$ cat config.mk
export PLATFORM = sky130hd
export DESIGN_NAME = etc_timer
export DESIGN_NICKNAME = d
export VERILOG_FILES = /design/src/etc_pkg.sv /design/src/etc_timer.sv
export SDC_FILE = /design/constraint.sdc
export NUM_CORES = 1
export LEC_CHECK = 0
export ABC_CLOCK_PERIOD_IN_PS = 3900
export BUFFER_PORTS_ARGS = -buffer_cell sky130_fd_sc_hd__buf_2
export CAP_MARGIN = 20
export CELL_PAD_IN_SITES_DETAIL_PLACEMENT = 2
export CELL_PAD_IN_SITES_GLOBAL_PLACEMENT = 2
export CORE_ASPECT_RATIO = 1.2
export CORE_MARGIN = 2
export CORE_UTILIZATION = 34
export CTS_CLUSTER_DIAMETER = 120
export DETAILED_ROUTE_END_ITERATION = 16
export GPL_TIMING_DRIVEN = 1
export PLACE_DENSITY = 0.86
export SETUP_SLACK_MARGIN = 0.02
export SYNTH_ARGS = -nofsm -noshare
export SYNTH_HDL_FRONTEND = slang
export SYNTH_SLANG_ARGS = --single-unit
export TNS_END_PERCENT = 20
$ cat constraint.sdc
create_clock -name mclk_in -period 3.9 [get_ports mclk_in]
set_input_delay 0.78 -clock mclk_in [delete_from_list [all_inputs] [get_ports mclk_in]]
set_output_delay 0.78 -clock mclk_in [all_outputs]
set_load 0.05 [all_outputs]
$ cat src/etc_pkg.sv
package etc_pkg;
  localparam logic [7:0] ETC_COUNT_RST    = 8'h00;
  localparam logic [7:0] ETC_COUNT_MAX    = 8'hff;
  localparam logic [7:0] ETC_PRE_RST      = 8'h00;
  localparam logic [1:0] ETC_HOLD_CYCLES  = 2'h2;
  localparam logic [1:0] ETC_GSS_OVERFLOW = 2'h1;

  typedef struct packed {
    logic       count_source_select;
    logic       count_edge_select;
    logic       prescaler_bypass;
    logic [2:0] prescale_rate;
  } etc_cfg_t;
endpackage

$ cat src/etc_timer.sv
`timescale 1ns/1ns
module etc_timer
  import etc_pkg::*;
(
  input  wire logic              mclk_in,
  input  wire logic              rst_in,
  input  wire etc_pkg::etc_cfg_t cfg_in,
  input  wire logic              wr_en_in,
  input  wire logic [7:0]        wr_data_in,
  input  wire logic              flag_clr_in,
  input  wire logic              external_count_clock_pin_in,
  input  wire logic [1:0]        companion_gate_source_select_in,
  output logic [7:0]             count_register_out,
  output logic                   overflow_flag_out,
  output logic                   overflow_gate_output_out,
  output logic                   companion_gate_out
);
  import etc_pkg::*;

  ////////////////////////////////////////////////////////////////////////////////
  // Pin synchroniser: stage one feeds only stage two.
  logic [2:0] sync_q;
  logic [2:0] sync_d;
  logic       pin_lvl_q;
  logic       pin_lvl_d;

  always_comb
  begin
    sync_d    = {sync_q[1:0], external_count_clock_pin_in};
    pin_lvl_d = pin_lvl_q;
    if (sync_q[1] == sync_q[2])
    begin
      pin_lvl_d = sync_q[2];
    end
  end

  always_ff @(posedge mclk_in)
  begin
    if (rst_in)
    begin
      sync_q    <= 3'h0;
      pin_lvl_q <= 1'b0;
    end
    else
    begin
      sync_q    <= sync_d;
      pin_lvl_q <= pin_lvl_d;
    end
  end

  ////////////////////////////////////////////////////////////////////////////////
  // Source selection and edge qualification.
  logic src_lvl;
  logic src_prev_q;
  logic src_prev_d;
  logic tick;
  logic icyc_q;
  logic icyc_d;

  always_comb
  begin
    icyc_d     = ~icyc_q;
    // The internal source is a toggle so that one edge kind occurs per cycle pair; both edges count in timer mode.
    src_lvl    = cfg_in.count_source_select ? pin_lvl_q : icyc_q;
    src_prev_d = src_lvl;
    if (!cfg_in.count_source_select)
    begin
      tick = 1'b1;
    end
    else if (cfg_in.count_edge_select)
    begin
      tick = src_prev_q & ~src_lvl;
    end
    else
    begin
      tick = ~src_prev_q & src_lvl;
    end
  end

  always_ff @(posedge mclk_in)
  begin
    if (rst_in)
    begin
      src_prev_q <= 1'b0;
      icyc_q     <= 1'b0;
    end
    else
    begin
      src_prev_q <= src_prev_d;
      icyc_q     <= icyc_d;
    end
  end

  ////////////////////////////////////////////////////////////////////////////////
  // Prescaler, count register, write hold-off and overflow.
  logic [7:0] pre_q;
  logic [7:0] pre_d;
  logic       inc;
  logic [1:0] hold_q;
  logic [1:0] hold_d;
  logic [7:0] cnt_d;
  logic       flag_d;
  logic       ovf_d;
  logic       ovf;
  logic       gate_d;

  always_comb
  begin
    pre_d  = pre_q;
    inc    = 1'b0;
    hold_d = hold_q;
    cnt_d  = count_register_out;
    flag_d = overflow_flag_out;
    ovf    = 1'b0;
    if (tick)
    begin
      if (cfg_in.prescaler_bypass)
      begin
        inc = 1'b1;
      end
      else
      begin
        // Divide by 2^(rate+1): 1:2 up to 1:256.
        pre_d = pre_q + 8'h01;
        inc   = (pre_d & ((8'h02 << cfg_in.prescale_rate) - 8'h01)) == 8'h00;
      end
    end
    if (wr_en_in)
    begin
      cnt_d  = wr_data_in;
      hold_d = ETC_HOLD_CYCLES;
      pre_d  = ETC_PRE_RST;
    end
    else if (hold_q != 2'h0)
    begin
      hold_d = hold_q - 2'h1;
    end
    else if (inc)
    begin
      cnt_d = count_register_out + 8'h01;
      ovf   = count_register_out == ETC_COUNT_MAX;
    end
    ovf_d = ovf;
    gate_d = (companion_gate_source_select_in == ETC_GSS_OVERFLOW) & ovf;
    if (flag_clr_in)
    begin
      flag_d = 1'b0;
    end
    if (ovf)
    begin
      flag_d = 1'b1;
    end
  end

  always_ff @(posedge mclk_in)
  begin
    if (rst_in)
    begin
      pre_q                    <= ETC_PRE_RST;
      hold_q                   <= 2'h0;
      count_register_out       <= ETC_COUNT_RST;
      overflow_flag_out        <= 1'b0;
      overflow_gate_output_out <= 1'b0;
      companion_gate_out       <= 1'b0;
    end
    else
    begin
      pre_q                    <= pre_d;
      hold_q                   <= hold_d;
      count_register_out       <= cnt_d;
      overflow_flag_out        <= flag_d;
      overflow_gate_output_out <= ovf_d;
      companion_gate_out       <= gate_d;
    end
  end

  ////////////////////////////////////////////////////////////////////////////////
  AST_HOLD: assert property (@(posedge mclk_in) disable iff (rst_in)
    wr_en_in ##1 !wr_en_in [*2] |-> $stable(count_register_out))
    else $error("count moved during write hold-off");

  AST_WRITE: assert property (@(posedge mclk_in) disable iff (rst_in)
    wr_en_in |=> count_register_out == $past(wr_data_in))
    else $error("write not loaded");

  AST_TIMER: assert property (@(posedge mclk_in) disable iff (rst_in)
    (!wr_en_in && hold_q == 2'h0 && !cfg_in.count_source_select && cfg_in.prescaler_bypass)
    |=> count_register_out == $past(count_register_out) + 8'h01)
    else $error("timer mode did not advance");

  AST_FLAG: assert property (@(posedge mclk_in) disable iff (rst_in)
    (overflow_flag_out && !flag_clr_in) |=> overflow_flag_out)
    else $error("flag dropped without clear");

  AST_ROLL: assert property (@(posedge mclk_in) disable iff (rst_in)
    ($past(count_register_out) == 8'hff && count_register_out == 8'h00 && !$past(wr_en_in)) |-> overflow_flag_out)
    else $error("rollover without flag");

  AST_GATE: assert property (@(posedge mclk_in) disable iff (rst_in)
    companion_gate_out |-> overflow_gate_output_out && $past(companion_gate_source_select_in) == 2'h1)
    else $error("gate without select 01");

  AST_PIN: assert property (@(posedge mclk_in) disable iff (rst_in)
    (cfg_in.count_source_select && $stable(src_lvl) && !wr_en_in) |=> $stable(count_register_out))
    else $error("counter mode moved without edge");

  AST_PRE: assert property (@(posedge mclk_in) disable iff (rst_in)
    (!cfg_in.prescaler_bypass && !cfg_in.count_source_select && cfg_in.prescale_rate == 3'h0 && !wr_en_in
     && hold_q == 2'h0 && pre_q[0]) |=> count_register_out == $past(count_register_out) + 8'h01)
    else $error("prescaler 1:2 missed");

  ////////////////////////////////////////////////////////////////////////////////
  // Further checks on hold-off, overflow, gate routing and edge qualification.
  AST_HOLD2: assert property (@(posedge mclk_in) disable iff (rst_in)
    wr_en_in ##1 !wr_en_in [*2]
    |=> $stable(count_register_out))
    else $error("count moved in second hold-off cycle");

  AST_RESUME: assert property (@(posedge mclk_in) disable iff (rst_in)
    wr_en_in ##1 (!wr_en_in && !cfg_in.count_source_select && cfg_in.prescaler_bypass) [*3]
    |=> count_register_out == $past(count_register_out) + 8'h01)
    else $error("count did not resume after hold-off");

  AST_HOLD_LOAD: assert property (@(posedge mclk_in) disable iff (rst_in)
    wr_en_in
    |=> hold_q == ETC_HOLD_CYCLES)
    else $error("hold-off not started by write");

  AST_HOLD_DEC: assert property (@(posedge mclk_in) disable iff (rst_in)
    (hold_q != 2'h0 && !wr_en_in)
    |=> hold_q == $past(hold_q) - 2'h1)
    else $error("hold-off did not count down");

  AST_WR_NOOVF: assert property (@(posedge mclk_in) disable iff (rst_in)
    wr_en_in
    |=> !overflow_gate_output_out)
    else $error("overflow reported on a write");

  AST_OVF_PULSE: assert property (@(posedge mclk_in) disable iff (rst_in)
    overflow_gate_output_out
    |=> !overflow_gate_output_out)
    else $error("overflow pulse longer than one cycle");

  AST_OVF_CNT: assert property (@(posedge mclk_in) disable iff (rst_in)
    overflow_gate_output_out
    |-> count_register_out == ETC_COUNT_RST && $past(count_register_out) == ETC_COUNT_MAX)
    else $error("overflow pulse without rollover");

  AST_OVF_FLAG: assert property (@(posedge mclk_in) disable iff (rst_in)
    overflow_gate_output_out
    |-> overflow_flag_out)
    else $error("overflow pulse without flag");

  AST_ROSE_FLAG: assert property (@(posedge mclk_in) disable iff (rst_in)
    $rose(overflow_flag_out)
    |-> overflow_gate_output_out)
    else $error("flag set without overflow");

  AST_CLR: assert property (@(posedge mclk_in) disable iff (rst_in)
    flag_clr_in ##1 !overflow_gate_output_out
    |-> !overflow_flag_out)
    else $error("flag not cleared");

  AST_GATE_SEL: assert property (@(posedge mclk_in) disable iff (rst_in)
    (overflow_gate_output_out && $past(companion_gate_source_select_in) == ETC_GSS_OVERFLOW)
    |-> companion_gate_out)
    else $error("selected gate missed overflow");

  AST_GATE_OFF: assert property (@(posedge mclk_in) disable iff (rst_in)
    ($past(companion_gate_source_select_in) != ETC_GSS_OVERFLOW)
    |-> !companion_gate_out)
    else $error("gate driven while not selected");

  AST_IDLE_GATE: assert property (@(posedge mclk_in) disable iff (rst_in)
    !overflow_gate_output_out
    |-> !companion_gate_out)
    else $error("gate without overflow");

  AST_SYNC: assert property (@(posedge mclk_in) disable iff (rst_in)
    !$stable(pin_lvl_q)
    |-> $past(sync_q[1]) == $past(sync_q[2]))
    else $error("pin level taken before stages agreed");

  AST_RISE: assert property (@(posedge mclk_in) disable iff (rst_in)
    (cfg_in.count_source_select && !cfg_in.count_edge_select && cfg_in.prescaler_bypass && !wr_en_in
     && hold_q == 2'h0 && !src_prev_q && src_lvl)
    |=> count_register_out == $past(count_register_out) + 8'h01)
    else $error("rising pin edge not counted");

  AST_FALL: assert property (@(posedge mclk_in) disable iff (rst_in)
    (cfg_in.count_source_select && cfg_in.count_edge_select && cfg_in.prescaler_bypass && !wr_en_in
     && hold_q == 2'h0 && src_prev_q && !src_lvl)
    |=> count_register_out == $past(count_register_out) + 8'h01)
    else $error("falling pin edge not counted");

  AST_NOEDGE: assert property (@(posedge mclk_in) disable iff (rst_in)
    (cfg_in.count_source_select && !cfg_in.count_edge_select && src_prev_q && !src_lvl && !wr_en_in)
    |=> $stable(count_register_out))
    else $error("unselected edge counted");

  AST_PRE_HOLD: assert property (@(posedge mclk_in) disable iff (rst_in)
    (!cfg_in.prescaler_bypass && !cfg_in.count_source_select && cfg_in.prescale_rate == 3'h0 && !wr_en_in
     && !pre_q[0])
    |=> $stable(count_register_out))
    else $error("prescaler 1:2 counted early");

  AST_PRE_RESTART: assert property (@(posedge mclk_in) disable iff (rst_in)
    wr_en_in
    |=> pre_q == ETC_PRE_RST)
    else $error("prescaler not restarted by write");

  AST_CNT_STEP: assert property (@(posedge mclk_in) disable iff (rst_in)
    !wr_en_in
    |=> count_register_out == $past(count_register_out) || count_register_out == $past(count_register_out) + 8'h01)
    else $error("count jumped by more than one");

  AST_RST: assert property (@(posedge mclk_in)
    $fell(rst_in)
    |-> count_register_out == ETC_COUNT_RST && !overflow_flag_out && !companion_gate_out)
    else $error("state not cleared by reset");
endmodule

==> run metrics, run 1 <==
core area=0.00400 sq mm; worst setup margin=around 0.95 ns; hold-fix buffers at CTS=0; crit path launch=cfg_in[2]; Slew Limit Fails=0; Yosys reg bits=27; Worst Setup EP=count_register_out[6]; Port Buffers=31; worst-case clock buffer depth=2; Ports=32; Die Footprint=0.00475 sq mm; fin crit period=2.95 ns; slowest stage delay, CP=0.43 ns; DR DRC count=0; total wire length=4170 microns; drt pass-1 iters=4; critical path class=primary input to flip-flop; sequential element share of the synthesized area=37.7%; critical path capture point type=flip-flop; initial antenna violation count=0; critical-path maximum fanout=9; setup TNS=0 ns; Mean Syn Cell Area=8.74 sq um; total number of vias=between 1k and 1.5k; Critical Path RT=4.09 ns; CTS sink cnt=27; hold_sp=icyc_q; dpl hpwl=3290 microns; worst r2r dst=count_register_out[6]; R2R Path Start=pre_q[0]; Final nets=218; unrepaired setup endpoints after global routing=false; maximum VDD drop=0.161 mV; CTS root buf=clkbuf_8; CP bufs+invs=1; Internal=0.390 mW; YS warnings=0; Post-synth ARST share=0%; vias per cell=5.39; Setup-failing EPs final=0; synth-to-layout area growth=16.6%; Post-synth EDFFs=0; Worst-Skew Late Latency=0.27 ns; CTS Buf Count=3; status=finished clean; post-synth design cell area=0.00143 sq mm; sequential share of power=a little over half; grt total ovfl=0; Slew HR=70.2%; final core utilization=41.7%; DR iter-0 viols=57; Synth Instances=between 150 and 200; CP Depth=9; Area after DPL=about 0.0016 sq mm; main flop type after synthesis=dfxtp_1; CTS tree=built; Leakage=a little over 0.6 nW; Clock Pin Slew Worst Setup and Hold Paths=roughly 0.090 ns; die height=75.1 microns; Unique masters post-synth=52; antenna diode count=0; Worst path top cell family by delay=compound AO/OA/AOI/OAI gates; Die X=63.3 microns; largest net degree at the start of global routing=21; fin area=~0.0017 sq mm; critical path arrival=3.14 ns; Post-DRT Antenna Nets=0; cell area power density=330 mW/mm^2; Slowest cell on crit path=or4_4; dpl ws=around 0.67 ns; Fin. Hold Viols=0; Layout Skew=0.00103 ns; H-tree level count=1; post-cts sizing count=0; RD Place Congestion=roughly 0.78; R2R depth=8; GR Util All Layers=18.9%; combinational group share of total power=16.3%; layout cells sized above 1=23.3%; Initial Utilization=35.8%; Hold/Removal Path Class=flip-flop to flip-flop; CP Launch Type=primary input; Max Freq=339 MHz; vias in the first global route=1467; worst reg-to-reg setup slack=1.42 ns; Clk network pwr share=29.6%; crit-path cells=buf_2, or3_1, ha_1, xor2_1, a22oi_1, o2111ai_2, o21a_4, or4_4, a311oi_2; worst-margin pin slew=~0.45 ns; switching power=0.160 mW; MaxCap Viol Count=0; first-pass GRT wire length=6930 microns; Post-CTS Setup Inserts=0; period utilization=75.7%; sw frac=29.1%; row count=25; syn nets=about 190; Avg WL per Cell=16.9 microns
-- layer usage --
layer  track usage, %  vias to the layer above  part of all wire (%)
li1                 -                      652                     -
met1             19.6                      643                    40
met2             37.9                       28                    55
met3             3.29                        9                   2.9
met4             7.49                        0                   2.2
met5                0                        -                     0
-- through the flow --
step                instances  power (mW)  hold WS, ns
finish                    247       0.550        0.422
global placement          243       0.388        0.399
CTS                       247       0.556        0.427
floorplan                 164       0.362        0.392
detailed placement        243       0.394        0.413
global route              247       0.574        0.455
-- layout by cell type (no fill, tap or decap), types with 2 or more instances in the layout --
cell type / n
buf_2: 31
dfxtp_1: 27
nor2_1: 17
nand2_1: 14
xnor2_1: 9
nor2b_1: 6
inv_1: 6
nand4_1: 5
nand3_1: 5
xor2_1: 4
o21ai_0: 4
and3_1: 3
nor3_1: 3
a21oi_1: 3
o21bai_1: 3
a31oi_1: 3
ha_1: 3
clkbuf_8: 3
or3_1: 2
or2_2: 2
a21o_1: 2
o31ai_1: 2
o221ai_1: 2
nor3b_1: 2
and4_1: 2
a311oi_1: 2
mux2i_1: 2
-- power by group through the flow --
stage               clock, mW  combinational, mW  sequential (mW)
global route            0.176             0.0984            0.300
CTS                     0.167             0.0912            0.298
finish                  0.163             0.0900            0.298
global placement            0             0.0852            0.303
detailed placement          0             0.0904            0.304
floorplan                   0             0.0407            0.321
-- how the worst min path moves through the flow --
stage / endpoint / slack (ns) / cells after the start
final: icyc_q / 0.42 / 1
after CTS: icyc_q / 0.43 / 1
after global routing: icyc_q / 0.46 / 1
after detailed placement: icyc_q / 0.41 / 1
after global placement: icyc_q / 0.40 / 1
after floorplan: icyc_q / 0.39 / 1
-- cell usage after synthesis, drive strengths merged, types with 3 or more instances --
cell	n	area (sq um)
dfxtp	27	541
nor2	17	63.8
nand2	14	52.6
xnor2	9	78.8
inv	6	22.5
nand3	6	35.0
nor2b	6	37.5
o21ai	6	33.8
clkbuf	5	18.8
nand4	5	31.3
xor2	4	35.0
a21oi	3	15.0
a311oi	3	32.5
a31oi	3	18.8
and3	3	18.8
ha	3	37.5
nor3	3	15.0
o21bai	3	22.5
or3	3	20.0
-- logic make-up (layout without fill, tap and decap cells) --
group                    after synthesis  in the layout  share of synthesized area [%]
AND/OR/NAND/NOR                       71             71                           26.8
AO/OA/AOI/OAI                         36             36                           19.8
flip-flops                            27             27                           37.7
XOR/XNOR                              13             13                           7.95
buffers and inverters                 12             41                           3.67
adder cells (fa/ha/maj)                3              3                           2.62
multiplexers                           2              2                           1.40
-- layout make-up --
type                       count  area (sq um)
multi-input combinational    125           840
sequential                    27           541
inverter                       6          22.5
clock buffer                   4          45.0
fill                         488          2330
tap                           54          67.6
timing repair buffer          31           155
-- flip-flops by register name (all words and copies together) (netlist names) --
name	cells
hold_q	2
sync_q	3
overflow_gate_output_out	1
companion_gate_out	1
overflow_flag_out	1
pre_q	8
count_register_out	8
icyc_q	1
pin_lvl_q	1
src_prev_q	1
(Power assumes the default switching activity.)
==> run 2: changes to the inputs <==
ABC_CLOCK_PERIOD_IN_PS = 2600   (was 3900)
CORE_UTILIZATION = 28   (was 34)
PLACE_DENSITY = 0.76   (was 0.86)
clock period = 2.6 ns   (was 3.9 ns; I/O delays follow)
==> run 2 against run 1 <==
  * Flip-flop and latch count did not move
  * Sequential power rose by 50%
  * Worst hold slack got worse by 0.00079 ns
  * First-iteration DRC count fell by 37%
  * Critical path depth rose by 2
==> run metrics, run 2 (same netlist as run 1, synthesis figures left out) <==
die height=82.4 microns (+9.7%); fin crit period=approximately 2.5 ns; first-pass GRT wire length=7040 microns (+1.6%); Die Footprint=0.00571 sq mm (+20%); R2R Path Start=pre_q[1]; H-tree level count=1 (unchanged); Slew HR=70.6% (+0.45 points); unrepaired setup endpoints after global routing=true; commonest cells after routing, fill and taps aside=buf_2 (31), dfxtp_1 (27), nor2_1 (16); MaxCap Viol Count=0 (unchanged); critical path class=primary input to flip-flop; hold_ws=0.422 ns (-0.000795 ns); Hold/Removal Path Class=flip-flop to flip-flop; CP Launch Type=primary input; status=finished clean; FF+latch area=541 sq um (unchanged); Clock Pin Slew Worst Setup and Hold Paths=0.09 ns (about the same); total wire length=4240 microns (+1.6%); CTS sink cnt=27 (unchanged); Die X=69.3 microns (+9.5%); period utilization=a little over nine tenths; vias per cell=5.33 (-1.2%); DR iter-0 viols=36 (-37%); Setup-failing EPs final=0 (unchanged); Max Freq=397 MHz; CTS Buf Count=3 (unchanged); crit-path cells=buf_2, or3_4, ha_4, or2_4, a21o_1, a22o_1, o2111ai_4, o21a_4, buf_6, nor4b_1, a2111oi_1; dpl hpwl=3310 microns (+0.60%); WL met2=2270 microns (-1.2%); Critical Path RT=2.75 ns (-1.34 ns); vias in the first global route=1543 (+5.2%); CTS root buf=clkbuf_8; Initial Utilization=29.0% (-6.8 points); Post-CTS Setup Inserts=0 (unchanged); worst-margin pin slew=0.440 ns (-0.00674 ns); Ports=32 (unchanged); critical path arrival=2.67 ns (-0.47 ns); core area=0.00494 sq mm (+23%); DR DRC count=0 (unchanged); Post-DRT Antenna Nets=0 (unchanged); cell area power density=469 mW/mm^2 (+42%); grt total ovfl=0 (unchanged); largest net degree at the start of global routing=21 (unchanged); setup TNS=0 ns (unchanged); RD Place Congestion=0.800 (+3.1%); Final nets=226 (+3.7%); critical-path maximum fanout=6 (-3); wire length on met3=123 microns (+3.4%); worst-case clock buffer depth=2 (unchanged); Met1 Wirelength=1790 microns (+7.2%); drt pass-1 iters=2 (-2); row count=28 (+12%); Worst-Skew Late Latency=0.27 ns (about the same); critical path capture point type=flip-flop; CTS tree=built; uppermost layer routed=met4; antenna diode count=0 (unchanged); Layout Skew=0.00366 ns (+0.00263 ns); Port Buffers=31 (unchanged); most common cell after layout, fill and taps aside=buf_2; Slowest cell on crit path=or3_4; crit path launch=cfg_in[0]; Avg WL per Cell=16.2 microns (-3.8%); worst reg-to-reg setup slack=0.23 ns (-1.19 ns); Layout fillers=561 (+15%); synth-to-layout area growth=25.6%; GR Util All Layers=15.2% (-3.7 points); slowest stage delay, CP=0.39 ns (-0.04 ns); total number of vias=1390 (+4.4%); Slew Limit Fails=0 (unchanged); hold_sp=icyc_q; Fin. Hold Viols=0 (unchanged); registers with the most flip-flops=count_register_out: 8 flops, pre_q: 8 flops, sync_q: 3 flops; layout cells sized above 1=29.9% (+6.5 points); initial antenna violation count=0 (unchanged); Leakage=0.668 nW (+8.0%); maximum VDD drop=0.180 mV (+12%); Multi-input gate area=897 sq um (+6.9%)
==> run 2: final timing paths <==
kind	end	cells after the start
min reg2reg	icyc_q	1
max	count_register_out[5]	11
min	icyc_q	1
max reg2reg	count_register_out[6]	8
==> run 2: layout make-up <==
cell class | count | share of cell area (%)
multi-input combinational | 125 | 49.9
timing repair buffer | 39 | 12.2
clock buffer | 4 | 2.50
tap | 60 | 4.17
sequential | 27 | 30.0
inverter | 6 | 1.25
==> run 2: what timing repair did <==
action / in CTS / in global routing
pin swaps: 1 / 7
hold buffers: 0 / 0
resized for setup: 1 / 10
endpoints found under the setup margin: 1 / 6
==> run 2: power by group <==
| part | leakage, nW | internal [mW] | switching (mW) | total, mW |
|---|---|---|---|---|
| Sequential | 0.221 | 0.428 | 0.0193 | 0.447 |
| Clock | 0.0228 | 0.110 | 0.131 | 0.241 |
| Combinational | 0.424 | 0.0605 | 0.0951 | 0.156 |
| Total | 0.668 | 0.598 | 0.245 | 0.844 |
==> run 2: critical path, delay by kind of cell <==
kind	cells	cell delay, ns
AND/OR/NAND/NOR	3	0.66
AO/OA/AOI/OAI	5	1.07
buffers and inverters	2	0.21
adder cells (fa/ha/maj)	1	0.19
==> run 2: metal layers <==
metal  vias up  global-route usage (%)
li1        670                       -
met1       687                    15.7
met2        27                    31.9
met3         6                    1.70
met4         0                    4.90
met5         -                       0
==> run 2: stage by stage <==
stage	power, mW	area [sq um]	util, %	setup WS (ns)	std cells
5_1_grt	0.891	1800	36.4	-0.00792	261
6_report	0.844	1800	36.4	0.0788	261
3_5_place_dp	0.606	1700	34.3	-0.276	257
3_3_place_gp	0.596	1700	34.3	-0.121	257
2_1_floorplan	0.543	1440	-	0.0259	164
4_1_cts	0.846	1750	35.4	-0.00416	261
==> run 3: changes to the inputs <==
ABC_AREA = 1   (was not set)
CORE_UTILIZATION = 25   (was 28)
PLACE_DENSITY = 0.75   (was 0.76)
==> run 3 against run 2 <==
  * Via count grew 13%
  * Clock skew grew 0.0022 ns
  * Final cell count grew 31%
  * Largest power group unchanged
==> run metrics, run 3 <==
status=finished clean; main flop type after synthesis=dfxtp_1; critical-path maximum fanout=9 (+3); hold_ws=0.397 ns (-0.0245 ns); post-synth design cell area=0.00148 sq mm (+3.5%); CTS Buf Count=3 (unchanged); Fin. Hold Viols=0 (unchanged); initial antenna violation count=0 (unchanged); synth-to-layout area growth=19.5%; Post-synth ARST share=0% (unchanged); critical path capture point type=flip-flop; Die Footprint=0.00657 sq mm (+15%); H-tree level count=1 (unchanged); period utilization=75.6% (-21 points); slowest stage delay, CP=0.24 ns (-0.15 ns); row count=30 (+7.1%); Synth Instances=230 (+40%); Post-DRT Antenna Nets=0 (unchanged); crit-path cells=buf_2, inv_1, nand2_1, ha_1, inv_1, o21ai_0, a21oi_1, nor2_1, nand2_1, nand2_2, nand2_4, nand2_4, nand2_1, a21oi_1; maximum VDD drop=0.191 mV (+6.3%); registers with the most flip-flops=count_register_out: 8 flops, pre_q: 8 flops, sync_q: 3 flops; Synth area leaders=dfxtp_1 (36%), nand2_1 (17%), nand3_1 (7.8%); Clock Pin Slew Worst Setup and Hold Paths=0.10 ns (about the same); CTS root buf=clkbuf_8; Worst path top cell family by delay=simple AND/OR/NAND/NOR gates; Post-CTS Setup Inserts=0 (unchanged); YS warnings=0 (unchanged); Leakage=0.812 nW (+22%); Port Buffers=31 (unchanged); worst-case clock buffer depth=2 (unchanged); first-pass GRT wire length=7520 microns (+6.8%); synth cell count leaders=nand2_1 (69), dfxtp_1 (27), inv_1 (27); GR Util All Layers=14.5% (-0.75 points); Initial Utilization=26.0% (-3.0 points); critical path class=primary input to flip-flop; largest net degree at the start of global routing=18 (-14%); Critical Path RT=2.81 ns (+0.06 ns); Max Freq=508 MHz (+28%); top-area cell type share of the netlist area=36.5% (-1.3 points); total number of vias=1565 (+13%); MaxCap Viol Count=0 (unchanged); core area=0.00571 sq mm (+16%); DR DRC count=0 (unchanged); hold-fix buffers at CTS=0 (unchanged); CTS sink cnt=27 (unchanged); Post-synth EDFFs=0 (unchanged); Die X=74.3 microns (+7.2%); Ports=32 (unchanged); CP Launch Type=primary input; fin crit period=1.97 ns (-0.554 ns); drt pass-1 iters=3 (+1); Slowest cell on crit path=ha_1; setup TNS=0 ns (unchanged); commonest cells after routing, fill and taps aside=nand2_1 (69), buf_2 (31), inv_1 (27), dfxtp_1 (27), nor2_1 (25); cell area power density=488 mW/mm^2 (+4.1%); Layout Skew=0.00582 ns (+0.00216 ns); Mean Syn Cell Area=6.45 sq um (-26%); Unique masters post-synth=26 (-50%); DR iter-0 viols=45 (+25%); die height=88.4 microns (+7.3%); worst-margin pin slew=0.517 ns (+0.0773 ns); total wire length=4190 microns (-1.2%); sequential element share of the synthesized area=36.5% (-1.3 points); post-route insts no fill=341 (+31%); Worst-Skew Late Latency=0.28 ns (about the same); antenna diode count=0 (unchanged); Yosys reg bits=27 (unchanged); largest area contributor in the netlist=dfxtp_1; Layout fillers=743 (+32%); critical path arrival=2.17 ns (-0.50 ns); Slew HR=65.4% (-5.2 points); vias in the first global route=1611 (+4.4%); syn nets=254 (+35%); count leader, synth=nand2_1; Avg WL per Cell=12.3 microns (-24%); layout cells sized above 1=16.9% (-13 points); final core utilization=31.1% (-5.4 points); most used cell, CP=nand2_1; grt total ovfl=0 (unchanged); total power=0.865 mW (+2.6%); CTS tree=built; RD Place Congestion=0.738 (-7.8%); CP bufs+invs=3 (+1); post-cts sizing count=0 (-1); Setup-failing EPs final=0 (unchanged); dpl hpwl=3410 microns (+3.1%); unrepaired setup endpoints after global routing=false; Multi-input gate area=818 sq um (-8.8%); Final nets=286 (+27%); placed insts=337 (+31%); FF+latch area=541 sq um (unchanged); Hold/Removal Path Class=primary input to flip-flop; Slew Limit Fails=0 (unchanged); vias per cell=4.59 (-14%); most common cell after layout, fill and taps aside=nand2_1
[run 3: cell types whose count changed after synthesis, moves of 4 or more]
cell | previous run | this run
xnor2_1 | 9 | 0
nor2b_1 | 6 | 0
nand2_1 | 14 | 69
xor2_1 | 4 | 0
o21ai_0 | 4 | 10
nor2_1 | 17 | 25
nand3_1 | 5 | 23
inv_1 | 6 | 27
a21oi_1 | 3 | 15
[run 3: cell type report]
| class | count | share of cell area [%] |
|---|---|---|
| multi-input combinational | 171 | 46.2 |
| sequential | 27 | 30.5 |
| timing repair buffer | 32 | 9.18 |
| inverter | 27 | 5.72 |
| tap | 80 | 5.65 |
| clock buffer | 3 | 2.33 |
| clock inverter | 1 | 0.424 |
[run 3: path summary, 6_finish.rpt]
path | cells after the start | to | from | slack (ns)
worst max-delay path | 14 | count_register_out[7] | cfg_in[2] | 0.63
worst min-delay path | 2 | companion_gate_out | companion_gate_source_select_in[1] | 0.40
worst max register to register | 13 | count_register_out[7] | pre_q[0] | 0.70
worst min register to register | 1 | icyc_q | icyc_q | 0.42
[run 3: where the power goes]
| part | switching, mW | internal (mW) |
|---|---|---|
| sequential | 0.0197 | 0.432 |
| clock | 0.141 | 0.109 |
| combinational | 0.112 | 0.0527 |
| total | 0.272 | 0.593 |
[run 3: metrics by stage]
stage,setup slack (ns),cell area (sq um)
after CTS,0.606,1770
after floorplan,0.678,1480
after detailed placement,0.313,1720
after global placement,0.435,1720
final,0.633,1770
after global routing,0.391,1770
[run 3: cells by family (layout without fill, tap and decap cells)]
logic type | Yosys count | after routing | share of synthesized area [%]
multiplexers | 1 | 1 | 0.675
flip-flops | 27 | 27 | 36.5
buffers and inverters | 32 | 63 | 8.35
AO/OA/AOI/OAI | 32 | 32 | 12.1
AND/OR/NAND/NOR | 135 | 135 | 39.9
adder cells (fa/ha/maj) | 3 | 3 | 2.53
[run 3: metal layers]
metal,global-route usage (%),wire [microns],share of wire (%)
met5,0,0,0
met4,3.41,21,0.50
met1,18.7,2000,48
met3,1.71,93,2.2
met2,25.6,2070,50
[run 3: worst reg2reg max path, stage by stage, from the launching register on]
cell and delay, ns:
dfxtp_1 0.44, ha_1 0.25, nand3_1 0.15, nand2_1 0.09, nand2_1 0.08, nand2_1 0.08, nand3_1 0.08, nor2_1 0.09
nand2_1 0.07, nand2_2 0.08, nand2_4 0.09, nand2_4 0.12, nand2_1 0.08, a21oi_1 0.14
